--- config.mk ---
export PLATFORM = sky130hd
export DESIGN_NAME = slave_node_ctrl
export DESIGN_NICKNAME = d
export VERILOG_FILES = /design/src/hdl/slave_node_ctrl.v /design/src/hdl/pin_sync.v
export VERILOG_INCLUDE_DIRS = /design/src /design/src/hdl
export SDC_FILE = /design/constraint.sdc
export NUM_CORES = 1
export LEC_CHECK = 0
export ABC_AREA = 1
export BUFFER_PORTS_ARGS = -buffer_cell sky130_fd_sc_hd__buf_2
export CORE_MARGIN = 1
export CORE_UTILIZATION = 55
export CTS_BUF_LIST = sky130_fd_sc_hd__clkbuf_8
export DETAILED_ROUTE_END_ITERATION = 8
export GPL_ROUTABILITY_DRIVEN = 0
export MAX_ROUTING_LAYER = met4
export PLACE_DENSITY = 0.78
export SYNTH_ARGS = -nofsm -noshare
export SYNTH_HDL_FRONTEND = slang
export SYNTH_SLANG_ARGS = --single-unit
--- constraint.sdc ---
create_clock -name aclk -period 2.56 [get_ports aclk]
set_input_delay 0.128 -clock aclk [delete_from_list [all_inputs] [get_ports aclk]]
set_output_delay 0.128 -clock aclk [all_outputs]
set_load 0.005 [all_outputs]
--- src/hdl/slave_node_consts.vh ---
// Shared constants for the slave-node mode control block.
// Assumes a 100 MHz aclk; times are converted to cycles here.
`ifndef SLAVE_NODE_CONSTS_VH
`define SLAVE_NODE_CONSTS_VH
`define CLK_PERIOD_NS 10
`define MODE_CHANGE_TIME_NS 200000
`define MODE_CHANGE_CYCLES (`MODE_CHANGE_TIME_NS / `CLK_PERIOD_NS)
`define TX_PULSE_SHORTEN_NS 66000
`define TX_PULSE_SHORTEN_CYCLES (`TX_PULSE_SHORTEN_NS / `CLK_PERIOD_NS)
`define BAUD_DIV_DEFAULT 2500
`define MODE_SLEEP 4'h1
`define MODE_STANDBY 4'h2
`define MODE_NORMAL 4'h4
`define MODE_WAKE 4'h8
`define ADDR_CTRL 4'h0
`define ADDR_STATUS 4'h4
`define ADDR_RXDATA 4'h8
`define ADDR_BAUD 4'hC
`define CTRL_LOCAL_WAKE 0
`define CTRL_BUS_ERROR 1
`define CTRL_SLEEP_DONE 2
`define CTRL_OVERTEMP 3
`define STAT_MODE_LSB 0
`define STAT_ROLE 4
`define STAT_DRV_EN 5
`define STAT_RX_VALID 6
`define RESP_OKAY 2'h0
`define RESP_DECERR 2'h3
`endif

--- src/hdl/slave_node_ctrl.v ---
// Slave-node mode control of a single-wire clock-extension bus transceiver.
// Assumes host UART on txd/rxd, AXI4-Lite for control, bus wired externally.
//
// Register access over AXI4-Lite and the address map were decided locally.
`timescale 1ns/10ps
`default_nettype none
`include "slave_node_consts.vh"
module slave_node_ctrl #(
    parameter MODE_CHANGE_CYCLES = `MODE_CHANGE_CYCLES,
    parameter TX_SHORTEN_CYCLES = `TX_PULSE_SHORTEN_CYCLES,
    parameter BAUD_DIV = `BAUD_DIV_DEFAULT
) (
    input wire aclk,
    input wire aresetn,
    input wire [3:0] s_axi_awaddr,
    input wire s_axi_awvalid,
    output wire s_axi_awready,
    input wire [31:0] s_axi_wdata,
    input wire [3:0] s_axi_wstrb,
    input wire s_axi_wvalid,
    output wire s_axi_wready,
    output reg [1:0] s_axi_bresp,
    output reg s_axi_bvalid,
    input wire s_axi_bready,
    input wire [3:0] s_axi_araddr,
    input wire s_axi_arvalid,
    output wire s_axi_arready,
    output reg [31:0] s_axi_rdata,
    output reg [1:0] s_axi_rresp,
    output reg s_axi_rvalid,
    input wire s_axi_rready,
    input wire role_select,
    input wire sleep_ctrl_n,
    input wire txd,
    output reg rxd_o,
    output reg rxd_oe,
    output reg clk_o,
    output reg clk_oe,
    input wire bus_i,
    output reg bus_o,
    output reg bus_oe
);
    wire [2:0] pins_s;
    wire role_s = pins_s[0];
    wire sleep_ctrl_n_s = pins_s[1];
    wire txd_s = pins_s[2];
    wire bus_s;
    reg [3:0] mode_r;
    reg [31:0] mc_cnt_r;
    reg sleep_ctrl_n_d_r, txd_d_r;
    reg [3:0] ctrl_r;
    reg drv_en_r, ot_seen_r;
    reg [15:0] baud_r;
    reg [15:0] bdiv_r;
    reg bclk_r;
    reg [31:0] low_cnt_r;
    reg wake_tx_r;
    reg bus_d_r;
    reg [31:0] bus_low_r;
    // Receive path: bus bit sampler then UART frame out
    reg [3:0] rx_bit_r;
    reg [7:0] rx_sh_r;
    reg [7:0] rx_byte_r;
    reg rx_valid_r;
    reg [3:0] tx_bit_r;
    reg [9:0] tx_fr_r;
    reg bclk_d_r;
    // Sample late in the high phase, as the bus is pulled low while the clock is low
    wire bclk_fall = ~bclk_r & bclk_d_r;
    wire rd_rx;
    wire sleep_ctrl_n_fall = sleep_ctrl_n_d_r & ~sleep_ctrl_n_s;
    wire sleep_ctrl_n_rise = ~sleep_ctrl_n_d_r & sleep_ctrl_n_s;
    wire txd_edge = txd_d_r ^ txd_s;

    // Sleep control starts low, so no false rising edge after reset
    pin_sync #(.WIDTH(4), .INIT(4'hD)) u_sync (
        .aclk(aclk),
        .aresetn(aresetn),
        .din({bus_i, txd, sleep_ctrl_n, role_select}),
        .dout({bus_s, pins_s})
    );

    // Bus wake pulse detect: low for the mode-change time
    wire bus_wake = (bus_low_r >= MODE_CHANGE_CYCLES);
    wire wake_cause = ctrl_r[`CTRL_LOCAL_WAKE] | bus_wake;

    always @(posedge aclk) begin
        if (!aresetn) begin
            mode_r <= `MODE_SLEEP;
            mc_cnt_r <= 32'h00000000;
        end else begin
            case (mode_r)
                `MODE_SLEEP: begin
                    mc_cnt_r <= 32'h00000000;
                    // host low on txd starts pulse
                    if (!sleep_ctrl_n_s && !txd_s && role_s) begin
                        mode_r <= `MODE_WAKE;
                    end else if (wake_cause || sleep_ctrl_n_rise) begin
                        mode_r <= `MODE_STANDBY;
                    end
                end
                `MODE_WAKE: begin
                    if (txd_s || sleep_ctrl_n_s) begin
                        mode_r <= `MODE_SLEEP;
                    end
                end
                `MODE_STANDBY: begin
                    if (ctrl_r[`CTRL_BUS_ERROR]) begin
                        mode_r <= `MODE_SLEEP;
                    end else if (mc_cnt_r >= MODE_CHANGE_CYCLES - 1) begin
                        mode_r <= `MODE_NORMAL;
                        mc_cnt_r <= 32'h00000000;
                    end else begin
                        mc_cnt_r <= mc_cnt_r + 32'h00000001;
                    end
                end
                `MODE_NORMAL: begin
                    if (sleep_ctrl_n_fall || !sleep_ctrl_n_s || ctrl_r[`CTRL_BUS_ERROR]
                        || ctrl_r[`CTRL_SLEEP_DONE]) begin
                        mode_r <= `MODE_SLEEP;
                    end
                end
                default: mode_r <= `MODE_SLEEP;
            endcase
        end
    end

    always @(posedge aclk) begin
        if (!aresetn) begin
            sleep_ctrl_n_d_r <= 1'b0;
            txd_d_r <= 1'b1;
            bus_d_r <= 1'b1;
            bus_low_r <= 32'h00000000;
            low_cnt_r <= 32'h00000000;
            wake_tx_r <= 1'b1;
            drv_en_r <= 1'b1;
            ot_seen_r <= 1'b0;
        end else begin
            sleep_ctrl_n_d_r <= sleep_ctrl_n_s;
            txd_d_r <= txd_s;
            bus_d_r <= bus_s;
            bus_low_r <= bus_s ? 32'h00000000 : bus_low_r + 32'h00000001;
            // pulse is txd low minus shortening
            if (mode_r == `MODE_WAKE && !txd_s) begin
                low_cnt_r <= low_cnt_r + 32'h00000001;
                wake_tx_r <= (low_cnt_r >= TX_SHORTEN_CYCLES - 1) ? 1'b0 : 1'b1;
            end else begin
                low_cnt_r <= 32'h00000000;
                wake_tx_r <= 1'b1;
            end
            // overtemp off, back on at txd toggle
            if (ctrl_r[`CTRL_OVERTEMP]) begin
                drv_en_r <= 1'b0;
                ot_seen_r <= 1'b1;
            end else if (ot_seen_r && txd_edge) begin
                drv_en_r <= 1'b1;
                ot_seen_r <= 1'b0;
            end
        end
    end

    always @(posedge aclk) begin
        if (!aresetn) begin
            bdiv_r <= 16'h0000;
            bclk_r <= 1'b1;
            bclk_d_r <= 1'b1;
        end else begin
            bclk_d_r <= bclk_r;
            if (bdiv_r >= baud_r - 16'h0001) begin
                bdiv_r <= 16'h0000;
                bclk_r <= ~bclk_r;
            end else begin
                bdiv_r <= bdiv_r + 16'h0001;
            end
        end
    end

    always @(posedge aclk) begin
        if (!aresetn) begin
            rx_bit_r <= 4'h0;
            rx_sh_r <= 8'h00;
            rx_byte_r <= 8'h00;
            rx_valid_r <= 1'b0;
            tx_bit_r <= 4'h0;
            tx_fr_r <= 10'h3FF;
        end else if (mode_r != `MODE_NORMAL) begin
            if (rd_rx) rx_valid_r <= 1'b0;
            rx_bit_r <= 4'h0;
            tx_bit_r <= 4'h0;
            tx_fr_r <= 10'h3FF;
        end else if (bclk_fall) begin
            // A read clears, a new byte in the same cycle wins
            if (rd_rx) rx_valid_r <= 1'b0;
            if (rx_bit_r == 4'h0) begin
                if (!bus_s) rx_bit_r <= 4'h1;
            end else if (rx_bit_r < 4'h9) begin
                rx_sh_r <= {bus_s, rx_sh_r[7:1]};
                rx_bit_r <= rx_bit_r + 4'h1;
            end else begin
                rx_bit_r <= 4'h0;
                rx_byte_r <= rx_sh_r;
                rx_valid_r <= 1'b1;
                tx_fr_r <= {1'b1, rx_sh_r, 1'b0};
                tx_bit_r <= 4'hA;
            end
            if (tx_bit_r != 4'h0 && rx_bit_r != 4'h9) begin
                tx_fr_r <= {1'b1, tx_fr_r[9:1]};
                tx_bit_r <= tx_bit_r - 4'h1;
            end
        end else if (rd_rx) begin
            rx_valid_r <= 1'b0;
        end
    end

    // Pin drive per mode
    always @* begin
        clk_o = 1'b1;
        clk_oe = 1'b0;
        rxd_o = 1'b1;
        rxd_oe = 1'b0;
        bus_o = 1'b1;
        bus_oe = 1'b0;
        if (role_s) begin
            case (mode_r)
                `MODE_SLEEP: begin
                    clk_o = bus_s;
                    clk_oe = 1'b1;
                    rxd_o = 1'b1;
                    rxd_oe = 1'b1;
                end
                `MODE_WAKE: begin
                    bus_o = wake_tx_r;
                    bus_oe = drv_en_r & ~wake_tx_r;
                    rxd_oe = 1'b1;
                end
                `MODE_NORMAL: begin
                    clk_o = bclk_r;
                    clk_oe = 1'b1;
                    rxd_o = tx_fr_r[0];
                    rxd_oe = 1'b1;
                    // driver off as soon as sleep_ctrl_n drops
                    bus_o = txd_s | bclk_r;
                    bus_oe = drv_en_r & sleep_ctrl_n_s & ~bus_o;
                end
                `MODE_STANDBY: clk_oe = 1'b0;
                default: clk_oe = 1'b0;
            endcase
        end
    end

    // AXI4-Lite slave: one write and one read at a time
    reg aw_got_r, w_got_r;
    reg [3:0] aw_addr_r;
    reg [31:0] w_data_r;
    reg [3:0] w_strb_r;
    assign s_axi_awready = ~aw_got_r & ~s_axi_bvalid;
    assign s_axi_wready = ~w_got_r & ~s_axi_bvalid;
    assign s_axi_arready = ~s_axi_rvalid;
    assign rd_rx = s_axi_arvalid & s_axi_arready & (s_axi_araddr == `ADDR_RXDATA);
    always @(posedge aclk) begin
        if (!aresetn) begin
            aw_got_r <= 1'b0;
            w_got_r <= 1'b0;
            aw_addr_r <= 4'h0;
            w_data_r <= 32'h00000000;
            w_strb_r <= 4'h0;
            s_axi_bvalid <= 1'b0;
            s_axi_bresp <= `RESP_OKAY;
            s_axi_rvalid <= 1'b0;
            s_axi_rresp <= `RESP_OKAY;
            s_axi_rdata <= 32'h00000000;
            ctrl_r <= 4'h0;
            baud_r <= BAUD_DIV[15:0];
        end else begin
            if (s_axi_awvalid && s_axi_awready) begin
                aw_got_r <= 1'b1;
                aw_addr_r <= s_axi_awaddr;
            end
            if (s_axi_wvalid && s_axi_wready) begin
                w_got_r <= 1'b1;
                w_data_r <= s_axi_wdata;
                w_strb_r <= s_axi_wstrb;
            end
            if (aw_got_r && w_got_r) begin
                aw_got_r <= 1'b0;
                w_got_r <= 1'b0;
                s_axi_bvalid <= 1'b1;
                s_axi_bresp <= `RESP_OKAY;
                if (aw_addr_r == `ADDR_CTRL) begin
                    if (w_strb_r[0]) ctrl_r <= w_data_r[3:0];
                end else if (aw_addr_r == `ADDR_BAUD) begin
                    if (w_strb_r[0]) baud_r[7:0] <= w_data_r[7:0];
                    if (w_strb_r[1]) baud_r[15:8] <= w_data_r[15:8];
                end else if (aw_addr_r != `ADDR_STATUS && aw_addr_r != `ADDR_RXDATA) begin
                    s_axi_bresp <= `RESP_DECERR;
                end
            end else if (s_axi_bvalid && s_axi_bready) begin
                s_axi_bvalid <= 1'b0;
            end
            if (s_axi_arvalid && s_axi_arready) begin
                s_axi_rvalid <= 1'b1;
                s_axi_rresp <= `RESP_OKAY;
                case (s_axi_araddr)
                    `ADDR_CTRL: s_axi_rdata <= {28'h0000000, ctrl_r};
                    `ADDR_STATUS: s_axi_rdata <= {25'h0000000, rx_valid_r, drv_en_r,
                        role_s, mode_r};
                    `ADDR_RXDATA: s_axi_rdata <= {24'h000000, rx_byte_r};
                    `ADDR_BAUD: s_axi_rdata <= {16'h0000, baud_r};
                    default: begin
                        s_axi_rdata <= 32'h00000000;
                        s_axi_rresp <= `RESP_DECERR;
                    end
                endcase
            end else if (s_axi_rvalid && s_axi_rready) begin
                s_axi_rvalid <= 1'b0;
            end
        end
    end
endmodule // slave_node_ctrl
`default_nettype wire

--- src/hdl/pin_sync.v ---
// Three-stage synchroniser for asynchronous pins with agree filter.
// Assumes the pin is slower than aclk; output changes when stages 2 and 3 agree.
`timescale 1ns/10ps
`default_nettype none
module pin_sync #(
    parameter WIDTH = 1,
    parameter [WIDTH-1:0] INIT = {WIDTH{1'b1}}
) (
    input wire aclk,
    input wire aresetn,
    input wire [WIDTH-1:0] din,
    output reg [WIDTH-1:0] dout
);
    reg [WIDTH-1:0] s1_r;
    reg [WIDTH-1:0] s2_r;
    reg [WIDTH-1:0] s3_r;
    genvar i;
    always @(posedge aclk) begin
        if (!aresetn) begin
            s1_r <= INIT;
            s2_r <= INIT;
            s3_r <= INIT;
        end else begin
            s1_r <= din;
            s2_r <= s1_r;
            s3_r <= s2_r;
        end
    end
    generate
        for (i = 0; i < WIDTH; i = i + 1) begin : g_agree
            always @(posedge aclk) begin
                if (!aresetn) begin
                    dout[i] <= INIT[i];
                end else if (s2_r[i] == s3_r[i]) begin
                    dout[i] <= s3_r[i];
                end
            end
        end
    endgenerate
endmodule // pin_sync
`default_nettype wire

==> metrics.cfg <==
[global_routing]
overflow=0
grt_pass1_wl_um=43200
grt_pass1_vias=9371
grt_use_total=0.264
grt_max_degree=83
grt_antenna_before_repair=0

[worst_setup_path]
crit_slowest_cell=dfxtp_2
criticalPathCategory=flop to flop
r2r_start=baud_r[2]$_SDFFE_PN1P_
start_kind=flop
rrSetupSlack_ps=-110
crit_path_max_incr_delay_ps=330
worstReg2RegEnd=bdiv_r[3]$_SDFF_PP0_
path_max_fanout=8
crit_path_end_kind=flop
path_cells=or2_1, nor2_4, nand3_4, nor2_4, buf_4, buf_4, xnor2_1, ha_1, a21oi_2, o21ai_1, a21oi_2, nand4_1, buf_12, nor3b_2
cp_data_required_time_ps=3040
reg2reg_depth=14
crit_arrival_ps=3150

[timing]
rsz0062_at_grt=true
setup-violations-final=17
tightest_slew_ps=887
skew_ps=17.5
setup_ws_ps=-115
final_hold_viol_count=0
fmax_ghz=0.374
relSlewSlack=0.407
slew_viol_final=0
whs_ps=23.9
period_minus_slack_ps=2670
fin_crit_sh=1.04

[cts]
cts_root_buf=clkbuf_8
clk_pin_slew_ps=60
h-tree-depth=2
cts_tree=built
clock-sinks=237
numCtsBuffers=40
clk_path_buf_depth=3
clock_latency_ps=550

[synthesis]
synth_edf_count=0
synth_top_family_by_area=simple AND/OR/NAND/NOR gates
synth-seq-cells=237
synth_area_per_cell_um2=7.30
synth-simple-area-share=0.301
synthCells=1519
syn-cell-area_um2=11100
yosysWarnings=0
synth_xor_area_frac=0.0284
synth_compound_area_frac=0.119
async_reset_ff_frac=0
synth_seq_area_share=0.428
synth.area.mux_share=0
yosys_most_used_dff=dfxtp_1
ys_types=51
synth_adder_area_share=0.0293

[cells_and_area]
area_growth_syn_to_layout_pct=18.8
mostFrequentLayoutCells=dfxtp_1 (235), nand2_1 (230), nor2_1 (228), inv_1 (208), o21ai_0 (106)
layout-drive-gt1-share=0.158
final_common_cell=dfxtp_1
fillers=1648
finalNetCount=1736
fin_cells=1952

[route]
routed_via_density=5.28
routed_wl_um=26600
post_drt_wl_per_cell_um=13.6
drtAntennaViolNets=0
drtPass1Iterations=5
drt_iter0_markers=717
vias=10308
drc=0

[placement]
dpl.hpwl_um=18100
portBuffers=67
dpl.cell_count=1838

[power]
ir_worst_vdd_uv=514
power_density_nw_per_um2=625
p_leak_nw=5.34

[floorplanning]
die_w_um=144
std_cell_rows=51
boundaryPins=102
core_area_um2=19600
dieArea_um2=20700
start_util=0.566
dieHeight_um=144

[min_path]
holdCritStartpoint=aresetn
hold_depth=3
hold_class=input pin to flop
whs_endpoint=mc_cnt_r[15]$_SDFFE_PN0P_

[run_status]
status=finished, violations left
violations=setup timing

[run]
maxCapViolations=0

[flip-flops by register name, indices dropped and copies added, names as in the netlist, 4 cells and up]
register	cells
low_cnt_r	32
rx_bit_r	4
w_data_r	16
baud_r	16
s_axi_rdata	16
u_sync.dout	4
ctrl_r	4
mode_r	4
u_sync.s1_r	4
bus_low_r	32
u_sync.s2_r	4
mc_cnt_r	32
u_sync.s3_r	4
bdiv_r	16
tx_fr_r	9
rx_byte_r	8
tx_bit_r	4
aw_addr_r	4
rx_sh_r	8
[through the flow]
step	power (mW)	cell area [um^2]	setup slack, ps	setup TNS [ps]	utilization
2_1_floorplan	4.61	11200	0.349	0	-
3_3_place_gp	4.84	11700	-41.8	-124	0.600
3_5_place_dp	4.86	11700	-199	-1560	0.600
4_1_cts	8.27	13000	-98.7	-838	0.666
5_1_grt	8.61	13200	-269	-3860	0.673
6_report	8.24	13200	-115	-1410	0.673
[cells in the mapped netlist, types with 3 or more instances]
cell,instances,share of area
a211oi_1,4,0.0027
a21oi_1,92,0.042
a31oi_1,5,0.0028
buf_2,11,0.0050
buf_4,21,0.014
clkbuf_1,20,0.0068
dfxtp_1,237,0.43
ha_1,26,0.029
inv_1,194,0.066
inv_2,4,0.0014
nand2_1,235,0.080
nand2_2,5,0.0028
nand3_1,65,0.029
nand3_2,5,0.0045
nand3b_1,3,0.0020
nand4_1,37,0.021
nor2_1,244,0.083
nor2_2,12,0.0068
nor2_4,7,0.0071
nor3_1,53,0.024
nor3_2,8,0.0072
nor3b_1,7,0.0047
nor4_1,14,0.0079
o21a_1,5,0.0034
o21ai_0,108,0.049
o21ai_1,3,0.0014
o22ai_1,4,0.0023
o311ai_0,5,0.0039
or2_0,5,0.0028
or2_2,16,0.0090
xnor2_1,14,0.011
xor2_1,22,0.017
[logic make-up after synthesis]
family          count (synthesis)
buf+inv                       252
xor+xnor                       36
fa+ha+maj                      26
other cells                     1
flops                         237
simple gates                  725
compound gates                242
[layer usage]
layer  share of wire  up-vias  global-route usage
met5               0        -                   -
met2            0.48      269               0.438
li1                -     5220                   -
met4           0.019        0              0.0767
met3           0.052       44              0.0427
met1            0.45     4775               0.331
[cell type report]
cell class | count | area [um^2] | area share
Sequential cell | 237 | 4750 | 0.360
Clock buffer | 46 | 633 | 0.0480
Tap cell | 265 | 332 | 0.0252
Antenna cell | 1 | 2.50 | 0.000190
Inverter | 199 | 747 | 0.0567
Clock inverter | 27 | 176 | 0.0134
Timing Repair Buffer | 132 | 931 | 0.0706
Multi-Input combinational cell | 1045 | 5610 | 0.426
[how the worst max path moves through the flow]
stage | from | end | slack (ps) | cells after the start
after floorplan | baud_r[1]$_SDFFE_PN0P_ | bdiv_r[14]$_SDFF_PP0_ | 0.3 | 15
after global placement | baud_r[1]$_SDFFE_PN0P_ | bdiv_r[12]$_SDFF_PP0_ | -40 | 15
after detailed placement | baud_r[1]$_SDFFE_PN0P_ | bdiv_r[3]$_SDFF_PP0_ | -200 | 15
after CTS | baud_r[2]$_SDFFE_PN1P_ | bdiv_r[15]$_SDFF_PP0_ | -100 | 14
after global routing | baud_r[0]$_SDFFE_PN0P_ | bdiv_r[3]$_SDFF_PP0_ | -270 | 15
final | baud_r[2]$_SDFFE_PN1P_ | bdiv_r[3]$_SDFF_PP0_ | -110 | 14
[worst max-delay path, delay by kind of cell (launching register included)]
family	cells	cell delay (ps)
adder cells (fa/ha/maj)	1	300
buffers and inverters	3	470
XOR/XNOR	1	120
flip-flops	1	330
AND/OR/NAND/NOR	6	1020
AO/OA/AOI/OAI	3	380
[what timing repair did]
| action | in CTS | in global routing |
|---|---|---|
| hold endpoints to repair | 31 | 0 |
| cloned | 1 | 0 |
| endpoints found under the setup margin | 16 | 17 |
| pin swaps | 21 | 24 |
| gates resized for setup | 19 | 36 |
| hold buffers | 31 | 0 |
| setup buffers | 7 | 1 |
[where the power goes]
group | total, mW | internal, mW | switching (mW)
clock network | 3.39 | 1.86 | 1.53
logic | 0.988 | 0.332 | 0.655
registers | 3.86 | 3.79 | 0.0693
No activity file was read; power rests on OpenSTA's default activity.
